==> config.mk <==
export PLATFORM = sky130hd
export DESIGN_NAME = system_address_decode
export DESIGN_NICKNAME = d
export VERILOG_FILES = /design/src/shared/sys_decode_pkg.sv /design/src/hdl/addr_window_decode.sv /design/src/hdl/pin_sync.sv /design/src/hdl/system_address_decode.sv
export VERILOG_INCLUDE_DIRS = /design/src /design/src/shared
export SDC_FILE = /design/constraint.sdc
export NUM_CORES = 1
export LEC_CHECK = 0
export ABC_AREA = 1
export ABC_CLOCK_PERIOD_IN_PS = 3700
export BUFFER_PORTS_ARGS = -buffer_cell sky130_fd_sc_hd__buf_2
export CORE_MARGIN = 5
export CORE_UTILIZATION = 40
export CTS_CLUSTER_DIAMETER = 80
export CTS_CLUSTER_SIZE = 25
export DETAILED_ROUTE_END_ITERATION = 8
export PLACE_DENSITY = 0.76
export SETUP_SLACK_MARGIN = 0.2
export SYNTH_ARGS = -nofsm -noshare
export SYNTH_HDL_FRONTEND = slang
export SYNTH_HIERARCHICAL = 1
export SYNTH_SLANG_ARGS = --single-unit
==> constraint.sdc <==
create_clock -name clk_sys_i -period 3.7 [get_ports clk_sys_i]
set_input_delay 0.74 -clock clk_sys_i [delete_from_list [all_inputs] [get_ports clk_sys_i]]
set_output_delay 0.74 -clock clk_sys_i [all_outputs]
set_load 0.01 [all_outputs]
==> src/shared/sys_decode_map.svh <==
// Address windows, reset-cause bit positions and timing counts of the system decoder
`ifndef SYS_DECODE_MAP_SVH
`define SYS_DECODE_MAP_SVH

// ==========================================================
// Memory windows
`define PROG_MEM_LO        32'h0000_0000
`define PROG_MEM_HI        32'h0001_ffff
`define DATA_MEM_LO        32'h2000_0000
`define DATA_MEM_HI        32'h2000_3fff
// ==========================================================
// High-speed controller region
`define HS_REGION_LO       32'h5000_0000
`define HS_REGION_HI       32'h501f_ffff
`define GLOBAL_CTRL_LO     32'h5000_0000
`define GLOBAL_CTRL_HI     32'h5000_01ff
`define CLOCK_CTRL_LO      32'h5000_0200
`define CLOCK_CTRL_HI      32'h5000_02ff
`define IRQ_MUX_LO         32'h5000_0300
`define IRQ_MUX_HI         32'h5000_03ff
`define GPIO_CTRL_LO       32'h5000_4000
`define GPIO_CTRL_HI       32'h5000_7fff
`define PDMA_LO            32'h5000_8000
`define PDMA_HI            32'h5000_bfff
`define FLASH_CTRL_LO      32'h5000_c000
`define FLASH_CTRL_HI      32'h5000_ffff
`define EXT_BUS_LO         32'h5001_0000
`define EXT_BUS_HI         32'h5001_03ff
// ==========================================================
// First peripheral bus
`define PBUS_A_LO          32'h4000_0000
`define PBUS_A_HI          32'h400f_ffff
`define WATCHDOG_LO        32'h4000_4000
`define WATCHDOG_HI        32'h4000_7fff
`define RTC_LO             32'h4000_8000
`define RTC_HI             32'h4000_bfff
`define TIMER_A_LO         32'h4001_0000
`define TIMER_A_HI         32'h4001_3fff
`define TWO_WIRE_A_LO      32'h4002_0000
`define TWO_WIRE_A_HI      32'h4002_3fff
`define SYNC_SER_A_LO      32'h4003_0000
`define SYNC_SER_A_HI      32'h4003_3fff
`define SYNC_SER_B_LO      32'h4003_4000
`define SYNC_SER_B_HI      32'h4003_7fff
`define PULSE_A_LO         32'h4004_0000
`define PULSE_A_HI         32'h4004_3fff
`define SERIAL_A_LO        32'h4005_0000
`define SERIAL_A_HI        32'h4005_3fff
`define FS_DEVICE_LO       32'h4006_0000
`define FS_DEVICE_HI       32'h4006_3fff
`define ADC_LO             32'h400e_0000
`define ADC_HI             32'h400e_ffff
// ==========================================================
// Second peripheral bus
`define PBUS_B_LO          32'h4010_0000
`define PBUS_B_HI          32'h401f_ffff
`define TIMER_B_LO         32'h4011_0000
`define TIMER_B_HI         32'h4011_3fff
`define TWO_WIRE_B_LO      32'h4012_0000
`define TWO_WIRE_B_HI      32'h4012_3fff
`define PULSE_B_LO         32'h4014_0000
`define PULSE_B_HI         32'h4014_3fff
`define SERIAL_B_LO        32'h4015_0000
`define SERIAL_B_HI        32'h4015_3fff
`define SERIAL_C_LO        32'h4015_4000
`define SERIAL_C_HI        32'h4015_7fff
// ==========================================================
// Core system space
`define SYS_TICK_LO        32'he000_e010
`define SYS_TICK_HI        32'he000_e0ff
`define IRQ_CTRL_LO        32'he000_e100
`define IRQ_CTRL_HI        32'he000_ecff
`define SYS_CTRL_BLK_LO    32'he000_ed00
`define SYS_CTRL_BLK_HI    32'he000_ed8f
// ==========================================================
// Reset cause flag positions
`define RC_POWER_ON        0
`define RC_PIN             1
`define RC_WATCHDOG        2
`define RC_LOW_VOLT        3
`define RC_BROWN_OUT       4
`define RC_CPU             5
`define RC_SYSTEM          6
// ==========================================================
// Timing and boot select reset value
`define RESET_STRETCH_CYC  4'h4
`define BOOT_SELECT_RST    1'b0

`endif

==> src/shared/sys_decode_pkg.sv <==
// Types shared by the system decoder and its helpers
package sys_decode_pkg;

   // Target selected by one access
   typedef enum logic [4:0] {
      TGT_NONE,
      TGT_PROG_MEM,
      TGT_DATA_MEM,
      TGT_GLOBAL_CTRL,
      TGT_CLOCK_CTRL,
      TGT_IRQ_MUX,
      TGT_GPIO_CTRL,
      TGT_PDMA,
      TGT_FLASH_CTRL,
      TGT_EXT_BUS,
      TGT_WATCHDOG,
      TGT_RTC,
      TGT_TIMER_A,
      TGT_TWO_WIRE_A,
      TGT_SYNC_SER_A,
      TGT_SYNC_SER_B,
      TGT_PULSE_A,
      TGT_SERIAL_A,
      TGT_FS_DEVICE,
      TGT_ADC,
      TGT_TIMER_B,
      TGT_TWO_WIRE_B,
      TGT_PULSE_B,
      TGT_SERIAL_B,
      TGT_SERIAL_C,
      TGT_SYS_TICK,
      TGT_IRQ_CTRL,
      TGT_SYS_CTRL_BLK
   } target_t;

   localparam int NUM_TARGETS = 28;

   // Processor access request
   typedef struct packed {
      logic        valid;
      logic [31:0] addr;
      logic        write;
      logic        big_endian;
   } bus_req_t;

   // Decoder answer for one access
   typedef struct packed {
      logic                   valid;
      logic [NUM_TARGETS-1:0] sel;
      logic                   error;
   } bus_rsp_t;

   // Raw reset events, one bit per cause
   typedef struct packed {
      logic system;
      logic cpu;
      logic brown_out;
      logic low_volt;
      logic watchdog;
      logic pin;
      logic power_on;
   } reset_events_t;

   typedef enum {
      RST_RUN,
      RST_HOLD
   } reset_state_t;

endpackage : sys_decode_pkg

==> src/hdl/addr_window_decode.sv <==
// Combinational address-to-target decoder
`timescale 1ns/10ps
`default_nettype none
`include "sys_decode_map.svh"

module addr_window_decode
   import sys_decode_pkg::*;
(
   // Address in
   input  wire logic [31:0]            addr_i,
   // Target out
   output sys_decode_pkg::target_t     target_o
);
   import sys_decode_pkg::*;

   function automatic logic in_win(input logic [31:0] a,
                                   input logic [31:0] lo,
                                   input logic [31:0] hi);
      in_win = (a >= lo) && (a <= hi);
   endfunction : in_win

   // Priority chain gives one target at most
   always_comb begin
      target_o = TGT_NONE;
      if (in_win(addr_i, `PROG_MEM_LO, `PROG_MEM_HI))
         target_o = TGT_PROG_MEM;
      else if (in_win(addr_i, `DATA_MEM_LO, `DATA_MEM_HI))
         target_o = TGT_DATA_MEM;
      else if (in_win(addr_i, `HS_REGION_LO, `HS_REGION_HI)) begin
         if (in_win(addr_i, `GLOBAL_CTRL_LO, `GLOBAL_CTRL_HI))
            target_o = TGT_GLOBAL_CTRL;
         else if (in_win(addr_i, `CLOCK_CTRL_LO, `CLOCK_CTRL_HI))
            target_o = TGT_CLOCK_CTRL;
         else if (in_win(addr_i, `IRQ_MUX_LO, `IRQ_MUX_HI))
            target_o = TGT_IRQ_MUX;
         else if (in_win(addr_i, `GPIO_CTRL_LO, `GPIO_CTRL_HI))
            target_o = TGT_GPIO_CTRL;
         else if (in_win(addr_i, `PDMA_LO, `PDMA_HI))
            target_o = TGT_PDMA;
         else if (in_win(addr_i, `FLASH_CTRL_LO, `FLASH_CTRL_HI))
            target_o = TGT_FLASH_CTRL;
         else if (in_win(addr_i, `EXT_BUS_LO, `EXT_BUS_HI))
            target_o = TGT_EXT_BUS;
      end
      else if (in_win(addr_i, `PBUS_A_LO, `PBUS_A_HI)) begin
         if (in_win(addr_i, `WATCHDOG_LO, `WATCHDOG_HI))
            target_o = TGT_WATCHDOG;
         else if (in_win(addr_i, `RTC_LO, `RTC_HI))
            target_o = TGT_RTC;
         else if (in_win(addr_i, `TIMER_A_LO, `TIMER_A_HI))
            target_o = TGT_TIMER_A;
         else if (in_win(addr_i, `TWO_WIRE_A_LO, `TWO_WIRE_A_HI))
            target_o = TGT_TWO_WIRE_A;
         else if (in_win(addr_i, `SYNC_SER_A_LO, `SYNC_SER_A_HI))
            target_o = TGT_SYNC_SER_A;
         else if (in_win(addr_i, `SYNC_SER_B_LO, `SYNC_SER_B_HI))
            target_o = TGT_SYNC_SER_B;
         else if (in_win(addr_i, `PULSE_A_LO, `PULSE_A_HI))
            target_o = TGT_PULSE_A;
         else if (in_win(addr_i, `SERIAL_A_LO, `SERIAL_A_HI))
            target_o = TGT_SERIAL_A;
         else if (in_win(addr_i, `FS_DEVICE_LO, `FS_DEVICE_HI))
            target_o = TGT_FS_DEVICE;
         else if (in_win(addr_i, `ADC_LO, `ADC_HI))
            target_o = TGT_ADC;
      end
      else if (in_win(addr_i, `PBUS_B_LO, `PBUS_B_HI)) begin
         if (in_win(addr_i, `TIMER_B_LO, `TIMER_B_HI))
            target_o = TGT_TIMER_B;
         else if (in_win(addr_i, `TWO_WIRE_B_LO, `TWO_WIRE_B_HI))
            target_o = TGT_TWO_WIRE_B;
         else if (in_win(addr_i, `PULSE_B_LO, `PULSE_B_HI))
            target_o = TGT_PULSE_B;
         else if (in_win(addr_i, `SERIAL_B_LO, `SERIAL_B_HI))
            target_o = TGT_SERIAL_B;
         else if (in_win(addr_i, `SERIAL_C_LO, `SERIAL_C_HI))
            target_o = TGT_SERIAL_C;
      end
      else if (in_win(addr_i, `SYS_TICK_LO, `SYS_TICK_HI))
         target_o = TGT_SYS_TICK;
      else if (in_win(addr_i, `IRQ_CTRL_LO, `IRQ_CTRL_HI))
         target_o = TGT_IRQ_CTRL;
      else if (in_win(addr_i, `SYS_CTRL_BLK_LO, `SYS_CTRL_BLK_HI))
         target_o = TGT_SYS_CTRL_BLK;
   end

endmodule : addr_window_decode
`default_nettype wire

==> src/hdl/pin_sync.sv <==
// Two-flop synchroniser for asynchronous level inputs
`timescale 1ns/10ps
`default_nettype none

module pin_sync #(
   parameter int WIDTH = 1,
   parameter logic [WIDTH-1:0] RESET_VAL = '0
) (
   // Clock and reset
   input  wire logic             clk_sys_i,
   input  wire logic             reset_i,
   // Levels
   input  wire logic [WIDTH-1:0] async_i,
   output logic      [WIDTH-1:0] sync_o
);

   logic [WIDTH-1:0] meta_r;

   // First stage is read only by the second
   always_ff @(posedge clk_sys_i) begin
      if (reset_i) begin
         meta_r <= RESET_VAL;
         sync_o <= RESET_VAL;
      end else begin
         meta_r <= async_i;
         sync_o <= meta_r;
      end
   end

endmodule : pin_sync
`default_nettype wire

==> src/hdl/system_address_decode.sv <==
// System address decoder with reset-cause capture and reset scoping
`timescale 1ns/10ps
`default_nettype none
`include "sys_decode_map.svh"

// Functional notes
// - Low 128 KB goes to program memory
// - 16 KB at data base to SRAM
// - High-speed region decoded with sub-windows
// - First 512 bytes select global control
// - Next windows: clock control, interrupt mux
// - GPIO then peripheral DMA, 16 KB each
// - Flash controller 16 KB, external bus 1 KB
// - First peripheral bus: watchdog, real-time clock
// - Timer pair A, two-wire A windows
// - Sync serial A and B adjacent windows
// - Pulse unit A, serial A, device controller
// - ADC owns full 64 KB window
// - Second peripheral bus; timer pair B
// - Two-wire B, pulse B, serial B, C
// - System tick timer sub-range
// - Interrupt controller and system control block
// - Little-endian only; big-endian access errors
// - One sticky flag per reset cause
// - Power-on and system reset clear chip
// - System reset keeps crystal, boot select
module system_address_decode
   import sys_decode_pkg::*;
(
   // Clock and reset
   input  wire logic                          clk_sys_i,
   input  wire logic                          reset_i,
   // Processor access
   input  wire sys_decode_pkg::bus_req_t      req_i,
   output sys_decode_pkg::bus_rsp_t           rsp_o,
   output sys_decode_pkg::target_t            target_o,
   // Reset sources
   input  wire logic                          external_reset_pin_n_i,
   input  wire sys_decode_pkg::reset_events_t reset_events_i,
   input  wire logic                          reset_flags_clear_i,
   input  wire logic [6:0]                    reset_flags_clear_mask_i,
   // Boot select
   input  wire logic                          boot_select_wr_i,
   input  wire logic                          boot_select_wdata_i,
   // Reset scope outputs
   output logic [6:0]                         reset_cause_flags_o,
   output logic                               chip_reset_o,
   output logic                               crystal_reset_o,
   output logic                               boot_select_bit_o
);
   import sys_decode_pkg::*;

   // ==========================================================
   // Input synchronisers
   logic pin_n_sync;
   logic [6:0] events_sync;

   // Pin idles high through the pull-up
   pin_sync #(
      .WIDTH     (1),
      .RESET_VAL (1'b1)
   ) u_pin_sync (
      .clk_sys_i (clk_sys_i),
      .reset_i   (reset_i),
      .async_i   (external_reset_pin_n_i),
      .sync_o    (pin_n_sync)
   );

   // Reset events come from analog and other domains
   pin_sync #(
      .WIDTH     (7),
      .RESET_VAL (7'h00)
   ) u_evt_sync (
      .clk_sys_i (clk_sys_i),
      .reset_i   (reset_i),
      .async_i   (reset_events_i),
      .sync_o    (events_sync)
   );

   // ==========================================================
   // Address decode
   target_t target;

   addr_window_decode u_decode (
      .addr_i   (req_i.addr),
      .target_o (target)
   );

   function automatic logic [NUM_TARGETS-1:0] one_hot(input target_t t);
      one_hot = '0;
      if (t != TGT_NONE)
         one_hot[t] = 1'b1;
   endfunction : one_hot

   // Data outputs from flip-flops, answer one cycle after request
   always_ff @(posedge clk_sys_i) begin
      if (reset_i || chip_reset_o) begin
         rsp_o    <= '0;
         target_o <= TGT_NONE;
      end else begin
         rsp_o.valid <= req_i.valid;
         if (req_i.valid && !req_i.big_endian) begin
            rsp_o.sel   <= one_hot(target);
            rsp_o.error <= (target == TGT_NONE);
            target_o    <= target;
         end else begin
            rsp_o.sel   <= '0;
            rsp_o.error <= req_i.valid;
            target_o    <= TGT_NONE;
         end
      end
   end

   // ==========================================================
   // Reset cause capture
   logic [6:0] cause_now;

   always_comb begin
      cause_now = events_sync;
      cause_now[`RC_PIN] = events_sync[`RC_PIN] | ~pin_n_sync;
   end

   // Set wins over clear; survives chip reset so software sees it
   always_ff @(posedge clk_sys_i) begin
      if (reset_i) begin
         reset_cause_flags_o <= 7'h00;
      end else begin
         for (int i = 0; i < 7; i++) begin
            if (cause_now[i])
               reset_cause_flags_o[i] <= 1'b1;
            else if (reset_flags_clear_i && reset_flags_clear_mask_i[i])
               reset_cause_flags_o[i] <= 1'b0;
         end
      end
   end

   // ==========================================================
   // Reset scope sequencer
   reset_state_t state_r;
   logic [3:0]   hold_cnt_r;
   logic         por_seen_r;

   always_ff @(posedge clk_sys_i) begin
      if (reset_i) begin
         state_r    <= RST_HOLD;
         hold_cnt_r <= `RESET_STRETCH_CYC;
         por_seen_r <= 1'b1;
      end else begin
         case (state_r)
            RST_RUN: begin
               if (|cause_now) begin
                  state_r    <= RST_HOLD;
                  hold_cnt_r <= `RESET_STRETCH_CYC;
                  por_seen_r <= cause_now[`RC_POWER_ON];
               end
            end
            RST_HOLD: begin
               if (|cause_now) begin
                  hold_cnt_r <= `RESET_STRETCH_CYC;
                  por_seen_r <= por_seen_r | cause_now[`RC_POWER_ON];
               end else if (hold_cnt_r != 4'h0) begin
                  hold_cnt_r <= hold_cnt_r - 4'h1;
               end else begin
                  state_r    <= RST_RUN;
                  por_seen_r <= 1'b0;
               end
            end
            default: state_r <= RST_HOLD;
         endcase
      end
   end

   assign chip_reset_o    = (state_r == RST_HOLD);
   assign crystal_reset_o = chip_reset_o && por_seen_r;

   // ==========================================================
   // Boot select: of the resets, cleared only by power-on; software write can also clear it
   always_ff @(posedge clk_sys_i) begin
      if (reset_i)
         boot_select_bit_o <= `BOOT_SELECT_RST;
      else if (crystal_reset_o)
         boot_select_bit_o <= `BOOT_SELECT_RST;
      else if (boot_select_wr_i && !chip_reset_o)
         boot_select_bit_o <= boot_select_wdata_i;
   end

endmodule : system_address_decode
`default_nettype wire

==> impl_metrics.py, run 1 <==
metrics = {
    "run_status": {
        "status": "complete, no violations",
    },
    "cts": {
        "cts_made_buffers": 9,
        "post_cts_buffers": 0,
        "clk_latency_ns": 0.34,
        "cts-resized-gates": 0,
        "cts_hold_buffers": 0,
        "clkSinkCount": 65,
        "ctsLongestPathBuffers": 2,
        "cts.clk_slew.worst_paths_ns": 0.07,
        "cts_tree": "done",
        "cts_root_buf": "clkbuf_8",
        "h-tree-depth": 3,
    },
    "logic_synthesis": {
        "postSynth.asyncResetShare_pct": 0,
        "synth-adder-area-share_pct": 0.360,
        "netlist_area_um2": 3480,
        "synth_compound_area_share_pct": 7.09,
        "ys_types": 36,
        "synth_xor_xnor_area_share_pct": 0,
        "postSynthCellCount": 528,
        "synth_top_family_by_area": "simple AND/OR/NAND/NOR gates",
        "yosysSeqAreaShare_pct": 37.4,
        "synth_nets": 584,
        "synth-edff-count": 0,
        "yosys_warnings": 6,
        "synth-seq-cells": 65,
        "synth_simple_gate_area_share_pct": 43.8,
        "syn_avg_cell_area_um2": 6.59,
        "synthMuxAreaShare_pct": 0,
        "ys.flop_type": "dfxtp_1",
    },
    "run": {
        "drv_cap": 0,
    },
    "cells_and_area": {
        "final_util_pct": 50.0,
        "drive_gt1_share_pct": 24.1,
        "antenna_cells": 0,
        "areaGrowthSynthToFinish_pct": 23.5,
        "fin_area_um2": 4300,
        "fin_nets": 691,
    },
    "global_route": {
        "antenna_found_initial": 0,
        "grt_max_degree": 25,
        "grt_pass1_vias": 3325,
        "grt_pass1_wl_um": 14200,
        "gr-total-overflow": 0,
        "grt_usage_pct": 16.6,
    },
    "sta": {
        "period_share_pct": 81.4,
        "min_period_ns": 3.01,
        "hold_viol": 0,
        "final-setup-viol-count": 0,
        "skew_ns": 0.00821,
        "maxSlewViolCount": 0,
        "fmax_ghz": 0.332,
        "finalSetupTns_ns": 0,
        "rsz0062_at_grt": "no",
    },
    "floorplan": {
        "start_util_pct": 40.5,
        "rows": 34,
        "die_w_um": 103,
        "die_height_um": 103,
        "core_area_um2": 8590,
        "pin_count": 100,
        "dieArea_um2": 10700,
    },
    "setup_path": {
        "r2r_end": "por_seen_r",
        "crit_buf_inv": 3,
        "critPathRequiredTime_ns": 3.95,
        "critical_path_arrival_ns": 3.26,
        "worstPathCellList": "buf_2 > nor2_2 > nand2_1 > inv_1 > nand2_2 > a21oi_1 > o21ai_0 > nand2_1 > nand2_1 > nor2_1 > nand4_1 > inv_1 > nand3_1 > nor3_1",
        "r2r_start": "u_pin_sync/sync_o",
        "start_kind": "input pin",
        "r2r_cells": 7,
        "slowest_stage": "a21oi_1",
        "cp_max_fo": 6,
        "r2r_slack_ns": 2.38,
        "worst_setup_path_end_kind": "register",
        "path_delay_family": "simple AND/OR/NAND/NOR gates",
        "path_class": "input pin to register",
        "cp_slowest_stage_delay_ns": 0.33,
        "crit_path_frequent_cell": "nand2_1",
    },
    "routing": {
        "viasPerCell": 4.87,
        "post-route-drc-count": 0,
        "ant_nets": 0,
        "wl_per_cell_um": 11.7,
        "drtPass1Iterations": 4,
        "drt_iter0_markers": 149,
        "wirelength_um": 8740,
        "num_vias": 3643,
    },
    "power": {
        "power.density_nw_per_um2": 376,
        "peakVddDrop_uv": 140,
        "p_leak_uw": 0.00226,
    },
    "placement": {
        "placed_area_um2": 4080,
        "portBuffers": 98,
        "gp_congestion": 0.917,
        "dp_hpwl_um": 7120,
    },
    "worst_hold_path": {
        "holdCritPathClass": "register to register",
        "hp-start": "u_pin_sync/meta_r",
        "min_to": "u_pin_sync/sync_o",
        "worstHoldPathCells": 2,
    },
}
[layout make-up]
type	instances	area, um^2
timing repair buffer	101	513
clock buffer	11	141
multi-input combinational	368	1790
sequential	65	1300
tap	108	135
inverter	90	340
clock inverter	5	78.8
fill	852	4300
[logic make-up after synthesis]
family,Yosys count
buffers and inverters,95
other,1
AND/OR/NAND/NOR,324
flip-flops,65
AO/OA/AOI/OAI,42
adder cells (fa/ha/maj),1
[how the worst max path moves through the flow]
stage               from   endpoint  slack [ns]  cells after the start
2_1_floorplan  req_i[27]  rsp_o[15]        0.87                     19
3_3_place_gp   req_i[27]  rsp_o[24]        0.45                     18
4_1_cts        req_i[20]  rsp_o[17]        0.72                     14
6_report       req_i[20]  rsp_o[17]        0.69                     14
5_1_grt        req_i[28]  rsp_o[19]        0.39                     19
3_5_place_dp   req_i[20]  rsp_o[17]        0.41                     14
[synthesized netlist by cell type, types with 2 or more instances]
master	number	area share [%]
o211ai_1	4	0.86
nand4_1	28	5.0
a21oi_2	2	0.50
nand3_2	3	0.86
nand3_1	31	4.5
o21ai_0	8	1.2
nand2_2	5	0.90
nand2_1	113	12
nand2_4	3	0.97
a21oi_1	21	3.0
inv_2	5	0.54
inv_1	83	9.0
nor2_2	11	2.0
nor2_1	97	10
dfxtp_1	65	37
buf_6	4	1.3
nor2_4	5	1.6
nand3b_1	2	0.43
nor3_1	21	3.0
[worst reg2reg max path, cell delays in order, from the launching register on]
cell and delay, ns:
dfxtp_1 0.32, inv_1 0.04, nor2_1 0.15, nand2_1 0.07
nor2_1 0.29, nand2_1 0.16, o21ai_0 0.11, nand2_1 0.07
[layer usage]
| metal | track usage, % | vias up | part of all wire [%] |
|---|---|---|---|
| li1 | - | 1889 | - |
| met5 | 0 | - | 0 |
| met2 | 27.3 | 143 | 44 |
| met3 | 3.55 | 12 | 8.9 |
| met1 | 21.7 | 1599 | 45 |
| met4 | 5.58 | 0 | 1.3 |
[where the power goes]
part	switching [uW]	total, uW	internal [uW]
sequential	9.19	727	718
combinational	154	231	76.6
clock	260	656	397
[flip-flops by register name (all words and copies together) (netlist names)]
signal and count:
u_evt_sync/sync_o 7, por_seen_r 1, target_o 5, u_pin_sync/sync_o 1, u_pin_sync/meta_r 1, u_evt_sync/meta_r 7
hold_cnt_r 4, reset_cause_flags_o 7, rsp_o 30, boot_select_bit_o 1, state_r 1
[through the flow]
step | setup WS, ns | hold slack (ns) | total power, uW | cells
final | 0.686 | 0.404 | 1610 | 748
after CTS | 0.722 | 0.407 | 1630 | 748
after global placement | 0.450 | 0.384 | 966 | 732
after detailed placement | 0.405 | 0.391 | 972 | 732
after floorplan | 0.872 | 0.380 | 889 | 528
after global routing | 0.392 | 0.419 | 1700 | 748
[cells in the final DEF, fill, tap and decap left out, types with 2 or more instances in the layout]
cell type / instances
nor3_1: 21
inv_1: 83
buf_4: 3
nand3_2: 3
o21ai_0: 8
inv_2: 5
o211ai_1: 4
nor2_2: 11
bufinv_16: 2
nor2_1: 97
nand2_2: 5
nand2_1: 113
a21oi_2: 2
dfxtp_1: 65
a21oi_1: 21
nand4_1: 28
nand3b_1: 2
clkbuf_8: 10
nand3_1: 31
clkinv_2: 2
nor2_4: 5
nand2_4: 3
buf_2: 98
No activity file was read; power rests on OpenSTA's default activity.
==> run 2, diff against run 1 <==
- ABC_CLOCK_PERIOD_IN_PS: 3700 -> 2500
- PLACE_DENSITY: 0.76 -> 0.79
- clock period: 3.7 -> 2.5 ns (I/O delays scaled with it)
==> impl_metrics.py, run 2 (synthesis results as in run 1) <==
metrics = {
    "global_route": {
        "gr-total-overflow": 0,
        "grt_max_degree": 25,
        "antenna_found_initial": 0,
        "grt_pass1_wl_um": 16700,
        "grt_pass1_vias": 3864,
        "grt_usage_pct": 19.4,
    },
    "sta": {
        "hold_ws_ns": 0.343,
        "fmax_ghz": 0.420,
        "period_share_pct": 95.2,
        "final-setup-viol-count": 0,
        "final.setup.worst_slack_ns": 0.120,
        "finalSetupTns_ns": 0,
        "hold_viol": 0,
        "rsz0062_at_grt": "yes",
        "skew_ns": 0.00832,
        "min_period_ns": 2.38,
        "maxSlewViolCount": 0,
    },
    "placement": {
        "dp_hpwl_um": 7860,
        "gp_congestion": 0.938,
        "portBuffers": 98,
        "pre_cts_slack_ns": -0.341,
    },
    "run_status": {
        "status": "complete, no violations",
    },
    "cells_and_area": {
        "areaGrowthSynthToFinish_pct": 57.6,
        "drive_gt1_share_pct": 43.6,
        "layout_common_cells": "nand2_1 (98), buf_2 (91), buf_4 (86)",
        "largest_reg_flops": 30,
        "fin_nets": 781,
        "largest-register": "rsp_o",
        "mostFrequentLayoutCell": "nand2_1",
        "fillCellCount": 728,
        "antenna_cells": 0,
    },
    "routing": {
        "met1_length_um": 4120,
        "wl_per_cell_um": 12.5,
        "drt_iter0_markers": 183,
        "num_vias": 4057,
        "wirelength_um": 10500,
        "ant_nets": 0,
        "post-route-drc-count": 0,
        "wl_met3_um": 708,
        "met2_length_um": 5480,
        "viasPerCell": 4.84,
        "top_layer": "met4",
        "drtPass1Iterations": 4,
    },
    "floorplan": {
        "rows": 34,
        "core_area_um2": 8590,
        "dieArea_um2": 10700,
        "die_height_um": 103,
        "pin_count": 100,
        "start_util_pct": 40.5,
        "die_w_um": 103,
    },
    "power": {
        "power.density_nw_per_um2": 498,
        "p_int_uw": 1960,
        "clockPowerShare_pct": 40.7,
        "peakVddDrop_uv": 259,
        "combinationalPowerShare_pct": 19.9,
        "p_leak_uw": 0.00279,
        "power.switching_uw": 764,
        "swShare_pct": 28.0,
        "power_frac_seq_pct": 39.5,
    },
    "cts": {
        "ctsLongestPathBuffers": 2,
        "cts_tree": "done",
        "clk_latency_ns": 0.35,
        "cts_hold_buffers": 0,
        "cts_root_buf": "clkbuf_8",
        "clkSinkCount": 65,
        "h-tree-depth": 3,
        "cts.clk_slew.worst_paths_ns": 0.08,
        "cts_made_buffers": 9,
    },
    "setup_path": {
        "critical_path_arrival_ns": 2.66,
        "crit_buf_inv": 3,
        "critPathRequiredTime_ns": 2.78,
        "worst_setup_path_end_kind": "register",
        "slowest_stage": "nand4_1",
        "cp_slowest_stage_delay_ns": 0.20,
        "path_delay_family": "simple AND/OR/NAND/NOR gates",
        "path_class": "input pin to register",
        "start_kind": "input pin",
        "cp_max_fo": 5,
        "worstPathCellList": "buf_2 > nor2_4 > nand2_4 > inv_2 > nand2_4 > nor2_4 > nand2_1 > nand2_2 > nand2_2 > nor2_2 > nor2_1 > nand3_1 > nand2_1 > nand2_1 > nand2_2 > a21oi_4 > inv_2 > nor3_4 > nand4_1 > nor2_1",
    },
    "run": {
        "drv_cap": 0,
    },
    "worst_hold_path": {
        "holdCritPathClass": "input pin to register",
    },
}
==> run 2: changes by cell type in the layout (fill, tap and decap cells not counted), sizes merged <==
| cell | change |
|---|---|
| clkinv | -2 |
| clkbuf | -2 |
| bufinv | +1 |
| inv | +3 |
| nand3 | +1 |
| buf | +89 |
==> run 2: final timing paths <==
kind	cells after the start	endpoint	slack [ns]	start
worst min register to register	2	u_evt_sync/sync_o[5]	0.41	u_evt_sync/meta_r[5]
worst max register to register	7	por_seen_r	1.08	u_pin_sync/sync_o
worst max-delay path	20	rsp_o[11]	0.12	req_i[24]
worst min-delay path	3	u_evt_sync/meta_r[6]	0.34	reset_events_i[6]
==> run 2: area by class of cell <==
type | instances | area, um^2 | area share, %
well taps | 108 | 135 | 2.47
repair buffers | 190 | 1260 | 23.1
clock buffers | 9 | 124 | 2.26
clock inverters | 7 | 125 | 2.28
multi-input cells | 369 | 2180 | 39.8
flip-flops and latches | 65 | 1300 | 23.7
inverters | 90 | 348 | 6.35
==> run 2: stage by stage <==
step | util [%] | instances | area (um^2) | total power, uW
CTS | 60.2 | 830 | 5170 | 2670
floorplan | - | 528 | 3560 | 1330
global placement | 54.8 | 804 | 4710 | 1520
global route | 63.8 | 838 | 5480 | 2850
finish | 63.8 | 838 | 5480 | 2730
detailed placement | 54.8 | 804 | 4710 | 1530
==> run 2: worst reg2reg max path: stages, from the launching register on <==
cell	delay [ns]
dfxtp_1	0.34
inv_1	0.04
nor2_1	0.13
nand2_1	0.07
nor2_1	0.34
nand2_1	0.17
o21ai_0	0.14
nand2_1	0.09
==> run 2: power by group through the flow <==
| stage | Combinational [uW] | Sequential (uW) | Clock, uW |
|---|---|---|---|
| final | 541 | 1080 | 1110 |
| after global routing | 596 | 1080 | 1170 |
| after CTS | 467 | 1080 | 1130 |
| after detailed placement | 433 | 1100 | 0 |
| after global placement | 420 | 1100 | 0 |
| after floorplan | 224 | 1100 | 0 |
==> run 2: what timing repair did <==
| item | in CTS | in global routing |
|---|---|---|
| setup buffers | 9 | 8 |
| pin swaps | 20 | 39 |
| endpoints found under the setup margin | 21 | 29 |
| cloned | 1 | 0 |
| resized for setup | 33 | 67 |
==> run 2: layer usage <==
layer	global-route usage, %	up-vias
li1	-	2077
met1	23.3	1840
met2	34.3	127
met3	3.42	13
met4	7.27	0
met5	0	-
==> run 3, diff against run 2 <==
- CORE_UTILIZATION: 40 -> 30
- PLACE_DENSITY: 0.79 -> 0.65
==> impl_metrics.py, run 3 (synthesis results as in run 1) <==
metrics = {
    "floorplan": {
        "core_area_um2": 11400,
        "die_height_um": 118,
        "pin_count": 100,
        "dieArea_um2": 13800,
        "rows": 39,
        "start_util_pct": 30.6,
        "die_w_um": 118,
    },
    "setup_path": {
        "crit_path_frequent_cell": "nand2_1",
        "cp_slowest_stage_delay_ns": 0.24,
        "critPathRequiredTime_ns": 2.75,
        "critical_path_arrival_ns": 2.63,
        "cp_max_fo": 4,
        "r2r_slack_ns": 1.11,
        "worstPathCellList": "buf_4 > buf_4 > nor2_1 > inv_1 > nand2_2 > nand2_2 > a21oi_1 > nand4_1 > nand2_1 > nand2_1 > nand2_1 > nand2_1 > a21oi_2 > buf_4 > nor2_4 > nand3_4 > nand4_1 > nor2_1",
        "worst_setup_path_end_kind": "register",
        "start_kind": "input pin",
        "path_delay_family": "simple AND/OR/NAND/NOR gates",
        "crit_buf_inv": 4,
        "slowest_stage": "a21oi_1",
        "path_class": "input pin to register",
    },
    "cts": {
        "cts_made_buffers": 9,
        "cts_tree": "done",
        "h-tree-depth": 3,
        "ctsLongestPathBuffers": 2,
        "cts_root_buf": "clkbuf_16",
        "cts.clk_slew.worst_paths_ns": 0.05,
        "clk_latency_ns": 0.32,
        "clkSinkCount": 65,
    },
    "worst_hold_path": {
        "holdCritPathClass": "input pin to register",
    },
    "global_route": {
        "grt_pass1_wl_um": 17000,
        "grt_usage_pct": 14.5,
        "antenna_found_initial": 0,
        "grt_pass1_vias": 3771,
        "grt_max_degree": 15,
        "gr-total-overflow": 0,
    },
    "cells_and_area": {
        "areaGrowthSynthToFinish_pct": 62.5,
        "layout_common_cells": "nand2_1 (100), buf_4 (96), buf_2 (92)",
        "largest_reg_flops": 30,
        "fillCellCount": 1100,
        "drive_gt1_share_pct": 43.8,
        "antenna_cells": 0,
        "mostFrequentLayoutCell": "nand2_1",
        "final_util_pct": 49.7,
        "largest-register": "rsp_o",
        "fin_area_um2": 5650,
        "fin_nets": 788,
    },
    "routing": {
        "num_vias": 3965,
        "wl_per_cell_um": 11.7,
        "viasPerCell": 4.51,
        "drtPass1Iterations": 4,
        "drt_iter0_markers": 202,
        "wirelength_um": 10300,
        "post-route-drc-count": 0,
        "ant_nets": 0,
    },
    "sta": {
        "maxSlewViolCount": 0,
        "rsz0062_at_grt": "yes",
        "skew_ns": 0.00502,
        "min_period_ns": 2.39,
        "finalSetupTns_ns": 0,
        "tightestPinTransition_ns": 0.528,
        "maxSlewHeadroom_pct": 64.7,
        "hold_viol": 0,
        "period_share_pct": 95.5,
        "fmax_ghz": 0.419,
        "final-setup-viol-count": 0,
    },
    "power": {
        "peakVddDrop_uv": 455,
        "p_leak_uw": 0.00286,
        "power.density_nw_per_um2": 520,
    },
    "placement": {
        "portBuffers": 98,
        "placed_area_um2": 4850,
        "gp_congestion": 0.903,
        "dp_hpwl_um": 8150,
    },
    "run_status": {
        "status": "complete, no violations",
    },
    "run": {
        "drv_cap": 0,
    },
}
==> run 3: layer usage <==
metal | GRT usage (%) | vias to the layer above | share of wire, %
li1 | - | 2091 | -
met2 | 25.2 | 113 | 51
met1 | 17.3 | 1747 | 40
met4 | 4.59 | 0 | 1.6
met3 | 4.08 | 14 | 7.6
met5 | 0 | - | 0
==> run 3: metrics by stage <==
| step | instances | power, uW | setup slack, ns | hold slack, ns |
|---|---|---|---|---|
| 4_1_cts | 874 | 2920 | 0.139 | 0.351 |
| 6_report | 879 | 2940 | 0.113 | 0.360 |
| 3_3_place_gp | 851 | 1550 | -0.399 | 0.387 |
| 2_1_floorplan | 528 | 1330 | 0.0986 | 0.380 |
| 3_5_place_dp | 851 | 1560 | -0.427 | 0.395 |
| 5_1_grt | 879 | 3080 | -0.0696 | 0.372 |
==> run 3: cell type report <==
cell class	instances	area [um^2]	area share (%)
Inverter	90	357	6.31
Multi-Input combinational cell	369	2190	38.8
Clock buffer	10	239	4.23
Sequential cell	65	1300	23.0
Clock inverter	5	80.1	1.42
Timing Repair Buffer	197	1300	23.0
Tap cell	143	179	3.17
==> run 3: worst paths after layout <==
kind / startpoint / end / cells past startpoint
min: external_reset_pin_n_i / u_pin_sync/meta_r / 3
min reg2reg: u_evt_sync/meta_r[4] / u_evt_sync/sync_o[4] / 2
max: req_i[32] / rsp_o[12] / 18
max reg2reg: u_pin_sync/sync_o / hold_cnt_r[2] / 7
==> run 3: tightest hold or removal path, delay by kind of cell <==
kind	cells	cell delay, ns
and+or+nand+nor	1	0.05
buffers and inverters	2	0.10
==> run 3: timing repair <==
action / 4_1_cts / 5_1_grt
hold buffers: 0 / 0
gates resized for setup: 44 / 50
gates cloned: 0 / 1
setup endpoints to repair: 28 / 33
setup buffers: 8 / 4
pin swaps: 17 / 25
==> run 3: power by group <==
group / internal [uW] / switching (uW)
clock: 891 / 420
sequential: 1060 / 13.4
combinational: 239 / 310
total: 2190 / 743
